**src/common/gdil_pkg.sv**
```systemverilog
package gdil_pkg;
  // ==========================================================
  // timing
  localparam int CLK_PERIOD_NS = 5;
  localparam int WAKE_NS = 280;
  localparam int WAKE_CYC = (WAKE_NS + CLK_PERIOD_NS - 1) / CLK_PERIOD_NS;
  localparam int ARM_PULSE_NS = 100;
  localparam int ARM_PULSE_CYC = ARM_PULSE_NS / CLK_PERIOD_NS;

  // ==========================================================
  // register offsets (byte addresses)
  localparam logic [3:0] ADR_CMD = 4'h0;
  localparam logic [3:0] ADR_RESP = 4'h4;
  localparam logic [3:0] ADR_STAT = 4'h8;
  localparam logic [3:0] ADR_FLAG = 4'hc;

  // ==========================================================
  // command byte encodings
  localparam logic [7:0] CMD_QUERY0 = 8'h00;
  localparam logic [7:0] CMD_QUERY1 = 8'h01;
  localparam logic [3:0] CMD_MASK0 = 4'h2;
  localparam logic [3:0] CMD_MASK1 = 4'h3;
  localparam logic [3:0] CMD_MODE = 4'h4;
  localparam logic [3:0] CMD_CLR0 = 4'h6;
  localparam logic [3:0] CMD_CLR1 = 4'h7;
  localparam int MODE_LOCK_BIT = 0;

  // ==========================================================
  // reset values
  localparam logic [3:0] MASK_RST = 4'h0;
  localparam logic [2:0] MODE_RST = 3'h0;
  localparam logic [7:0] RESP_RST = 8'h00;

  // ==========================================================
  // types
  typedef enum logic [3:0] {
    ST_STANDBY = 4'b0001,
    ST_WAKE = 4'b0010,
    ST_NORMAL = 4'b0100,
    ST_FAULT = 4'b1000
  } gdil_state_t;

  // group one in the upper pair, group zero in the lower pair
  typedef struct packed {
    logic early_high;
    logic early_low;
    logic mode_reject;
    logic fault;
  } gdil_irq_t;
endpackage : gdil_pkg

```
**src/logic/gdil_core.sv**
```systemverilog
// Notes on behaviour
// - standby or fault drives all gates low, then locks the high side
// - a short low-side pulse arms recovery even if gates do not switch
// - low-side outputs follow inputs only while both enables are high
// - phase inputs are edge sensitive; low rise re-arms locked high side
// - high edge before low arming leaves the high side locked
// - all high inputs low together turns all high gates on
// - after initialization high gates are off and normal control runs
// - shared high and low input per phase works correctly
// - reset release powers up into standby with enables low
// - bytes 0010 xxxx and 0011 xxxx write the interrupt masks
// - mode command with lock bit applies mode then rejects changes
// - high inputs active low, low inputs active high
// - command response returns in the following transfer
// - gates keep following inputs once initialized until an enable drops or a fault
//
// Our own choices: the Wishbone interface to the registers and the address map.
module gdil_core #(
  parameter int WAKE_CYC = gdil_pkg::WAKE_CYC
) (
  // clock and reset
  input wire logic clk_i,
  input wire logic rst_i,
  // wishbone slave
  input wire logic wb_cyc_i,
  input wire logic wb_stb_i,
  input wire logic wb_we_i,
  input wire logic [3:0] wb_adr_i,
  input wire logic [3:0] wb_sel_i,
  input wire logic [31:0] wb_dat_i,
  output logic [31:0] wb_dat_o,
  output logic wb_ack_o,
  // enables and fault pins
  input wire logic enable_first_i,
  input wire logic enable_second_i,
  input wire logic fault_i,
  // phase inputs
  input wire logic [2:0] phase_low_in_i,
  input wire logic [2:0] phase_high_in_n_i,
  // gate drive outputs
  output logic [2:0] low_gate_o,
  output logic [2:0] high_gate_out_o
);
  // ==========================================================
  // declarations
  localparam int CW = $clog2(WAKE_CYC + 1);
  localparam logic [CW-1:0] WAKE_LAST = CW'(WAKE_CYC - 1);

  gdil_pkg::gdil_state_t state_reg, state_next;
  gdil_pkg::gdil_irq_t irq_reg, irq_set, irq_clr;
  logic en1_s1_reg, en1_s2_reg, en2_s1_reg, en2_s2_reg;
  logic flt_s1_reg, flt_s2_reg;
  logic en_both, run, low_en;
  logic [CW-1:0] wake_cnt_reg;
  logic [2:0] low_rise, early_high, unlocked;
  logic [3:0] mask0_reg, mask1_reg;
  logic [2:0] mode_reg;
  logic mode_lock_reg;
  logic [7:0] cmd_last_reg, pend_reg, resp_reg, resp_now;
  logic bus_req, bus_wr, cmd_wr;
  logic [7:0] cmd;

  // ==========================================================
  // pin synchronisers
  always_ff @(posedge clk_i) begin
    if (rst_i) begin
      en1_s1_reg <= 1'b0;
      en1_s2_reg <= 1'b0;
      en2_s1_reg <= 1'b0;
      en2_s2_reg <= 1'b0;
      flt_s1_reg <= 1'b0;
      flt_s2_reg <= 1'b0;
    end else begin
      en1_s1_reg <= enable_first_i;
      en1_s2_reg <= en1_s1_reg;
      en2_s1_reg <= enable_second_i;
      en2_s2_reg <= en2_s1_reg;
      flt_s1_reg <= fault_i;
      flt_s2_reg <= flt_s1_reg;
    end
  end

  assign en_both = en1_s2_reg & en2_s2_reg;
  assign low_en = en_both & (state_reg != gdil_pkg::ST_FAULT) & ~flt_s2_reg;
  assign run = (state_reg == gdil_pkg::ST_NORMAL);

  // ==========================================================
  // operating state
  always_comb begin
    state_next = state_reg;
    case (state_reg)
      gdil_pkg::ST_STANDBY: begin
        if (en_both)
          state_next = gdil_pkg::ST_WAKE;
      end
      gdil_pkg::ST_WAKE: begin
        // edges ignored until wake time is over
        if (!en_both)
          state_next = gdil_pkg::ST_STANDBY;
        else if (wake_cnt_reg == WAKE_LAST)
          state_next = gdil_pkg::ST_NORMAL;
      end
      gdil_pkg::ST_NORMAL: begin
        if (!en_both)
          state_next = gdil_pkg::ST_STANDBY;
      end
      gdil_pkg::ST_FAULT: begin
        // leave only after the fault flag is cleared
        if (!flt_s2_reg && !irq_reg.fault)
          state_next = gdil_pkg::ST_STANDBY;
      end
      default: state_next = gdil_pkg::ST_STANDBY;
    endcase
    if (flt_s2_reg)
      state_next = gdil_pkg::ST_FAULT;
  end

  always_ff @(posedge clk_i) begin
    if (rst_i)
      state_reg <= gdil_pkg::ST_STANDBY;
    else
      state_reg <= state_next;
  end

  // wake delay counter
  always_ff @(posedge clk_i) begin
    if (rst_i || state_reg != gdil_pkg::ST_WAKE)
      wake_cnt_reg <= '0;
    else if (wake_cnt_reg != WAKE_LAST)
      wake_cnt_reg <= wake_cnt_reg + CW'(1);
  end

  // ==========================================================
  // phase channels
  genvar gi;
  generate
    for (gi = 0; gi < 3; gi++) begin : g_phase
      gdil_phase u_phase (
        .clk_i(clk_i),
        .rst_i(rst_i),
        .phase_low_in_i(phase_low_in_i[gi]),
        .phase_high_in_n_i(phase_high_in_n_i[gi]),
        .low_en_i(low_en),
        .run_i(run),
        .low_gate_o(low_gate_o[gi]),
        .high_gate_out_o(high_gate_out_o[gi]),
        .low_rise_o(low_rise[gi]),
        .early_high_o(early_high[gi]),
        .unlocked_o(unlocked[gi])
      );
    end
  endgenerate

  // ==========================================================
  // wishbone slave
  assign bus_req = wb_cyc_i & wb_stb_i & ~wb_ack_o;
  assign bus_wr = bus_req & wb_we_i;
  assign cmd_wr = bus_wr & wb_sel_i[0] & (wb_adr_i == gdil_pkg::ADR_CMD);
  assign cmd = wb_dat_i[7:0];

  // ack one cycle after request, dropped the next
  always_ff @(posedge clk_i) begin
    if (rst_i)
      wb_ack_o <= 1'b0;
    else
      wb_ack_o <= bus_req;
  end

  // read data, unmapped reads as zero
  always_ff @(posedge clk_i) begin
    if (rst_i) begin
      wb_dat_o <= '0;
    end else if (bus_req && !wb_we_i) begin
      case (wb_adr_i)
        gdil_pkg::ADR_CMD: wb_dat_o <= {24'h000000, cmd_last_reg};
        gdil_pkg::ADR_RESP: wb_dat_o <= {24'h000000, resp_reg};
        gdil_pkg::ADR_STAT:
          wb_dat_o <= {19'h00000, mode_lock_reg, mode_reg, unlocked,
                       low_en, run, state_reg};
        gdil_pkg::ADR_FLAG:
          wb_dat_o <= {20'h00000, mask1_reg, mask0_reg, irq_reg};
        default: wb_dat_o <= '0;
      endcase
    end
  end

  // ==========================================================
  // command decode: masks, mode and lock
  // mask writes
  always_ff @(posedge clk_i) begin
    if (rst_i) begin
      mask0_reg <= gdil_pkg::MASK_RST;
      mask1_reg <= gdil_pkg::MASK_RST;
    end else if (cmd_wr) begin
      if (cmd[7:4] == gdil_pkg::CMD_MASK0)
        mask0_reg <= cmd[3:0];
      if (cmd[7:4] == gdil_pkg::CMD_MASK1)
        mask1_reg <= cmd[3:0];
    end
  end

  always_ff @(posedge clk_i) begin
    if (rst_i) begin
      mode_reg <= gdil_pkg::MODE_RST;
      mode_lock_reg <= 1'b0;
    end else if (cmd_wr && cmd[7:4] == gdil_pkg::CMD_MODE &&
                 !mode_lock_reg) begin
      mode_reg <= cmd[3:1];
      mode_lock_reg <= cmd[gdil_pkg::MODE_LOCK_BIT];
    end
  end

  // ==========================================================
  // interrupt flags, set wins over clear
  always_comb begin
    irq_set = '0;
    irq_clr = '0;
    irq_set.fault = flt_s2_reg;
    irq_set.mode_reject = cmd_wr && cmd[7:4] == gdil_pkg::CMD_MODE &&
                          mode_lock_reg;
    irq_set.early_low = (state_reg == gdil_pkg::ST_WAKE) && (|low_rise);
    irq_set.early_high = |early_high;
    if (cmd_wr && cmd[7:4] == gdil_pkg::CMD_CLR0) begin
      irq_clr.fault = cmd[0];
      irq_clr.mode_reject = cmd[1];
    end
    if (cmd_wr && cmd[7:4] == gdil_pkg::CMD_CLR1) begin
      irq_clr.early_low = cmd[0];
      irq_clr.early_high = cmd[1];
    end
  end

  always_ff @(posedge clk_i) begin
    if (rst_i)
      irq_reg <= '0;
    else
      irq_reg <= irq_set | (irq_reg & ~irq_clr);
  end

  // ==========================================================
  // response pipeline
  always_comb begin
    case (cmd)
      gdil_pkg::CMD_QUERY0: resp_now = {mask0_reg, 2'b00, irq_reg[1:0]};
      gdil_pkg::CMD_QUERY1: resp_now = {mask1_reg, 2'b00, irq_reg[3:2]};
      default: resp_now = {state_reg, unlocked, mode_lock_reg};
    endcase
  end

  always_ff @(posedge clk_i) begin
    if (rst_i) begin
      cmd_last_reg <= gdil_pkg::RESP_RST;
      pend_reg <= gdil_pkg::RESP_RST;
      resp_reg <= gdil_pkg::RESP_RST;
    end else if (cmd_wr) begin
      cmd_last_reg <= cmd;
      pend_reg <= resp_now;
      resp_reg <= pend_reg;
    end
  end
endmodule : gdil_core

```
**src/logic/gdil_phase.sv**
```systemverilog
// one phase: input sampling, edge detect, arming and high-side lockout
module gdil_phase (
  // clock and reset
  input wire logic clk_i,
  input wire logic rst_i,
  // pins, asynchronous
  input wire logic phase_low_in_i,
  input wire logic phase_high_in_n_i,
  // control from the core
  input wire logic low_en_i,
  input wire logic run_i,
  // gate drive and events
  output logic low_gate_o,
  output logic high_gate_out_o,
  output logic low_rise_o,
  output logic early_high_o,
  output logic unlocked_o
);
  // ==========================================================
  // synchronisers and previous samples
  logic low_s1_reg, low_s2_reg, low_prev_reg;
  logic high_s1_reg, high_s2_reg, high_prev_reg;
  logic armed_reg;
  logic low_rise, high_fall;

  always_ff @(posedge clk_i) begin
    if (rst_i) begin
      low_s1_reg <= 1'b0;
      low_s2_reg <= 1'b0;
      low_prev_reg <= 1'b0;
      high_s1_reg <= 1'b1;
      high_s2_reg <= 1'b1;
      high_prev_reg <= 1'b1;
    end else begin
      low_s1_reg <= phase_low_in_i;
      low_s2_reg <= low_s1_reg;
      low_prev_reg <= low_s2_reg;
      high_s1_reg <= phase_high_in_n_i;
      high_s2_reg <= high_s1_reg;
      high_prev_reg <= high_s2_reg;
    end
  end

  assign low_rise = low_s2_reg & ~low_prev_reg;
  assign high_fall = ~high_s2_reg & high_prev_reg;

  // arming and unlocking, both dropped whenever not running
  always_ff @(posedge clk_i) begin
    if (rst_i || !run_i) begin
      armed_reg <= 1'b0;
      unlocked_o <= 1'b0;
    end else begin
      if (low_rise)
        armed_reg <= 1'b1;
      // high edge before arming is ignored
      if (armed_reg && high_fall)
        unlocked_o <= 1'b1;
    end
  end

  // gate outputs and event pulses
  always_ff @(posedge clk_i) begin
    if (rst_i) begin
      low_gate_o <= 1'b0;
      high_gate_out_o <= 1'b0;
      low_rise_o <= 1'b0;
      early_high_o <= 1'b0;
    end else begin
      // low active high, high active low
      low_gate_o <= low_en_i & low_s2_reg;
      high_gate_out_o <= run_i & unlocked_o & ~high_s2_reg;
      low_rise_o <= low_rise;
      early_high_o <= run_i & high_fall & ~armed_reg & ~unlocked_o;
    end
  end
endmodule : gdil_phase

```
**config.mk**
```make
export PLATFORM = sky130hd
export DESIGN_NAME = gdil_core
export DESIGN_NICKNAME = d
export VERILOG_FILES = /design/src/common/gdil_pkg.sv /design/src/logic/gdil_core.sv /design/src/logic/gdil_phase.sv
export SDC_FILE = /design/constraint.sdc
export NUM_CORES = 1
export LEC_CHECK = 0
export ABC_AREA = 1
export BUFFER_PORTS_ARGS = -buffer_cell sky130_fd_sc_hd__buf_2
export CORE_MARGIN = 4
export CORE_UTILIZATION = 50
export DETAILED_ROUTE_END_ITERATION = 7
export PLACE_DENSITY = 0.74
export SLEW_MARGIN = 5
export SYNTH_ARGS = -nofsm -noshare
export SYNTH_HDL_FRONTEND = slang
export SYNTH_SLANG_ARGS = --single-unit
```
**constraint.sdc**
```tcl
create_clock -name clk_i -period 1.74 [get_ports clk_i]
set_clock_uncertainty 0.2 [all_clocks]
set_input_delay 0.174 -clock clk_i [delete_from_list [all_inputs] [get_ports clk_i]]
set_output_delay 0.174 -clock clk_i [all_outputs]
set_load 0.02 [all_outputs]
```
==> flow_summary.toml <==
[routing]
antenna_left = 0
wirelength_mm = 10.5
vias_per_cell = 5.03
num_vias = 3993
wl_per_cell_um = 13.3
drc = 0
drt_iter0_markers = 266
first_pass_iters = 5

[logic_synthesis]
synth_top_area_frac = 0.479
synth_ff_type = "dfxtp_1"
yosys_warnings = 0
avgSynthCellArea_um2 = 7.27
synth_commonest_cells = "nand2_1, dfxtp_1, nor2_1"
ys_types = 27
yosysMostFrequentCell = "nand2_1"
yosys.area.top_type = "dfxtp_1"
ys_top_cells_by_area = "dfxtp_1, nand2_1, nor2_1, nand3_1, inv_1"
ys_seq_area_frac = 0.479
ys_ff_latch = 106
synth.cell_area_um2 = 4430
async_reset_ff_frac = 0
synthCells = 609
synth_edf_count = 0

[setup_path]
critPathKind = "in -> reg"
cp-start-kind = "input pin"
slowest_delay_ns = 0.56
critical_path_arrival_ns = 1.67
worstReg2RegStart = "wb_ack_o"
rr_endpoint = "mode_reg[0]"
crit_path_frequent_cell = "nand2_1"
cpMaxStageDelayCell = "dlygate4sd3_1"
reg2reg_depth = 7
critPathCaptureType = "flop"
crit_start = "wb_dat_i[7]"
r2r_setup_slack_ns = 0.14
setup.worst_path.end = "mode_reg[0]"
crit_chain = "buf_2 > dlygate4sd3_1 > inv_1 > nand2_1 > nor2_1 > nand3_1 > nand2_1 > a21oi_1"
path_max_fanout = 6
cp_data_required_time_ns = 1.79

[sta]
max_freq_ghz = 0.617
slew_violations = 0
finalSetupTns_ns = 0
min_period_ns = 1.62
period_share = 0.932
hold_viol = 0
timing.hold.ws_ns = 0.0599
rsz0062_at_grt = "no"
setup_violations = 0

[grt]
grt_start_max_net_pins = 36
grt_pass1_vias = 3835
grt_antenna_before_repair = 0
gr-usage-all-layers = 0.214
grt_pass1_wl_mm = 17.6
gr-total-overflow = 0

[power]
ir_drop_v = 0.000512
switchingPower_mw = 1.43
p_seq_frac = 0.541
p_leak_nw = 2.38
p_int_mw = 3.29
swShare = 0.302
powerDensity_nw_per_um2 = 914
clockPowerShare = 0.326
combPwrFrac = 0.133

[final_layout]
multi_input_area_um2 = 1860
area_growth_pct = 16.6
num-fill-cells = 787
num_antenna_cells = 0
nets = 736
register_area_um2 = 2120
final_layout_size_suffix_gt1_frac = 0.159
regMostFlops = "wb_dat_o"
largest_reg_flops = 13

[min_path]
holdCritPathClass = "in -> reg"
worstHoldPathCells = 5

[cts]
clock_path_buffers = 2
clock-sinks = 106
cts_buffers = 9
htree_num_levels = 3
insertion_delay_ns = 0.38
path_clk_slew_ns = 0.11
root_buffer = "clkbuf_8"
tritoncts = "built"

[flow_run]
cap_viol_max_count = 0

[place]
io_buffers = 46
gp_routability_congestion = 0.945
place_hpwl_mm = 7.41

[floorplanning]
io-pin-count = 93
rows = 34
die_y_um = 102
core-area_um2 = 8680
initial_core_util = 0.510
design.die.area_um2 = 10400
dieWidth_um = 102

[outcome]
status = "completed"
-- worst max-delay path, delay by kind of cell --
family          cells  cell delay, ns
simple gates        4            0.67
compound gates      1            0.06
buf+inv             3            0.76
-- placed cells by master (no fill, tap or decap), drive strengths merged, types with 12 or more instances in the layout --
master       count
a21oi           42
buf             66
conb            19
dfxtp          106
dlygate4sd3     20
inv             72
nand2          121
nand3           52
nor2            97
nor3            14
o21ai           42
or2             12
-- how the worst min path moves through the flow --
| stage | start | to | slack (ns) |
|---|---|---|---|
| detailed placement | phase_high_in_n_i[1] | g_phase[1].u_phase.high_s1_reg | 0.16 |
| finish | wb_we_i | wb_dat_o[5] | 0.06 |
| floorplan | phase_high_in_n_i[0] | g_phase[0].u_phase.high_s1_reg | 0.08 |
| global route | wb_we_i | wb_dat_o[5] | 0.08 |
| global placement | phase_high_in_n_i[1] | g_phase[1].u_phase.high_s1_reg | 0.16 |
| CTS | wb_we_i | wb_dat_o[5] | 0.05 |
-- metrics by stage --
stage,instances,cell area [µm²],worst slack (ns),power [mW],utilization
6_report,794,5160,0.119,4.72,0.595
5_1_grt,794,5160,0.0110,4.95,0.595
4_1_cts,788,5090,0.0204,4.70,0.587
3_5_place_dp,752,4690,0.0607,3.16,0.540
3_3_place_gp,752,4690,0.105,3.13,0.540
2_1_floorplan,627,4500,0.274,3.01,-
-- power groups by stage --
stage / clock, mW / sequential (mW) / combinational [mW]
2_1_floorplan: 0 / 2.59 / 0.422
3_3_place_gp: 0 / 2.60 / 0.536
3_5_place_dp: 0 / 2.60 / 0.560
4_1_cts: 1.56 / 2.54 / 0.597
5_1_grt: 1.67 / 2.56 / 0.715
6_report: 1.54 / 2.55 / 0.628
-- final cells by class --
class                           count  area share
Inverter                           69      0.0502
Sequential cell                   106       0.411
Timing Repair Buffer               86       0.112
Clock inverter                      7      0.0160
Clock buffer                        9      0.0240
Tap cell                          108      0.0262
Multi-Input combinational cell    409       0.360
-- layer usage --
layer | up-vias | part of all wire | track usage
met2 | 123 | 0.49 | 0.359
met3 | 23 | 0.053 | 0.0403
met4 | 0 | 0.023 | 0.0918
met1 | 1820 | 0.43 | 0.269
li1 | 2027 | - | -
met5 | - | 0 | 0
-- logic make-up (layout without fill, tap and decap cells) --
group | after synthesis | after routing | share of synthesized area
adders and majority gates | 1 | 1 | 0.00283
and+or+nand+nor | 300 | 301 | 0.292
buffers and inverters | 113 | 171 | 0.123
other | 1 | 19 | 0.000847
DFF | 106 | 106 | 0.479
AOI/OAI and AO/OA | 88 | 88 | 0.101
-- repair_timing --
item | in CTS | in global routing
setup endpoints to repair | 0 | 39
gates resized for setup | 0 | 8
setup buffers | 0 | 5
hold buffers | 20 | 0
hold endpoints to repair | 38 | 0
No activity file was read; power rests on OpenSTA's default activity.
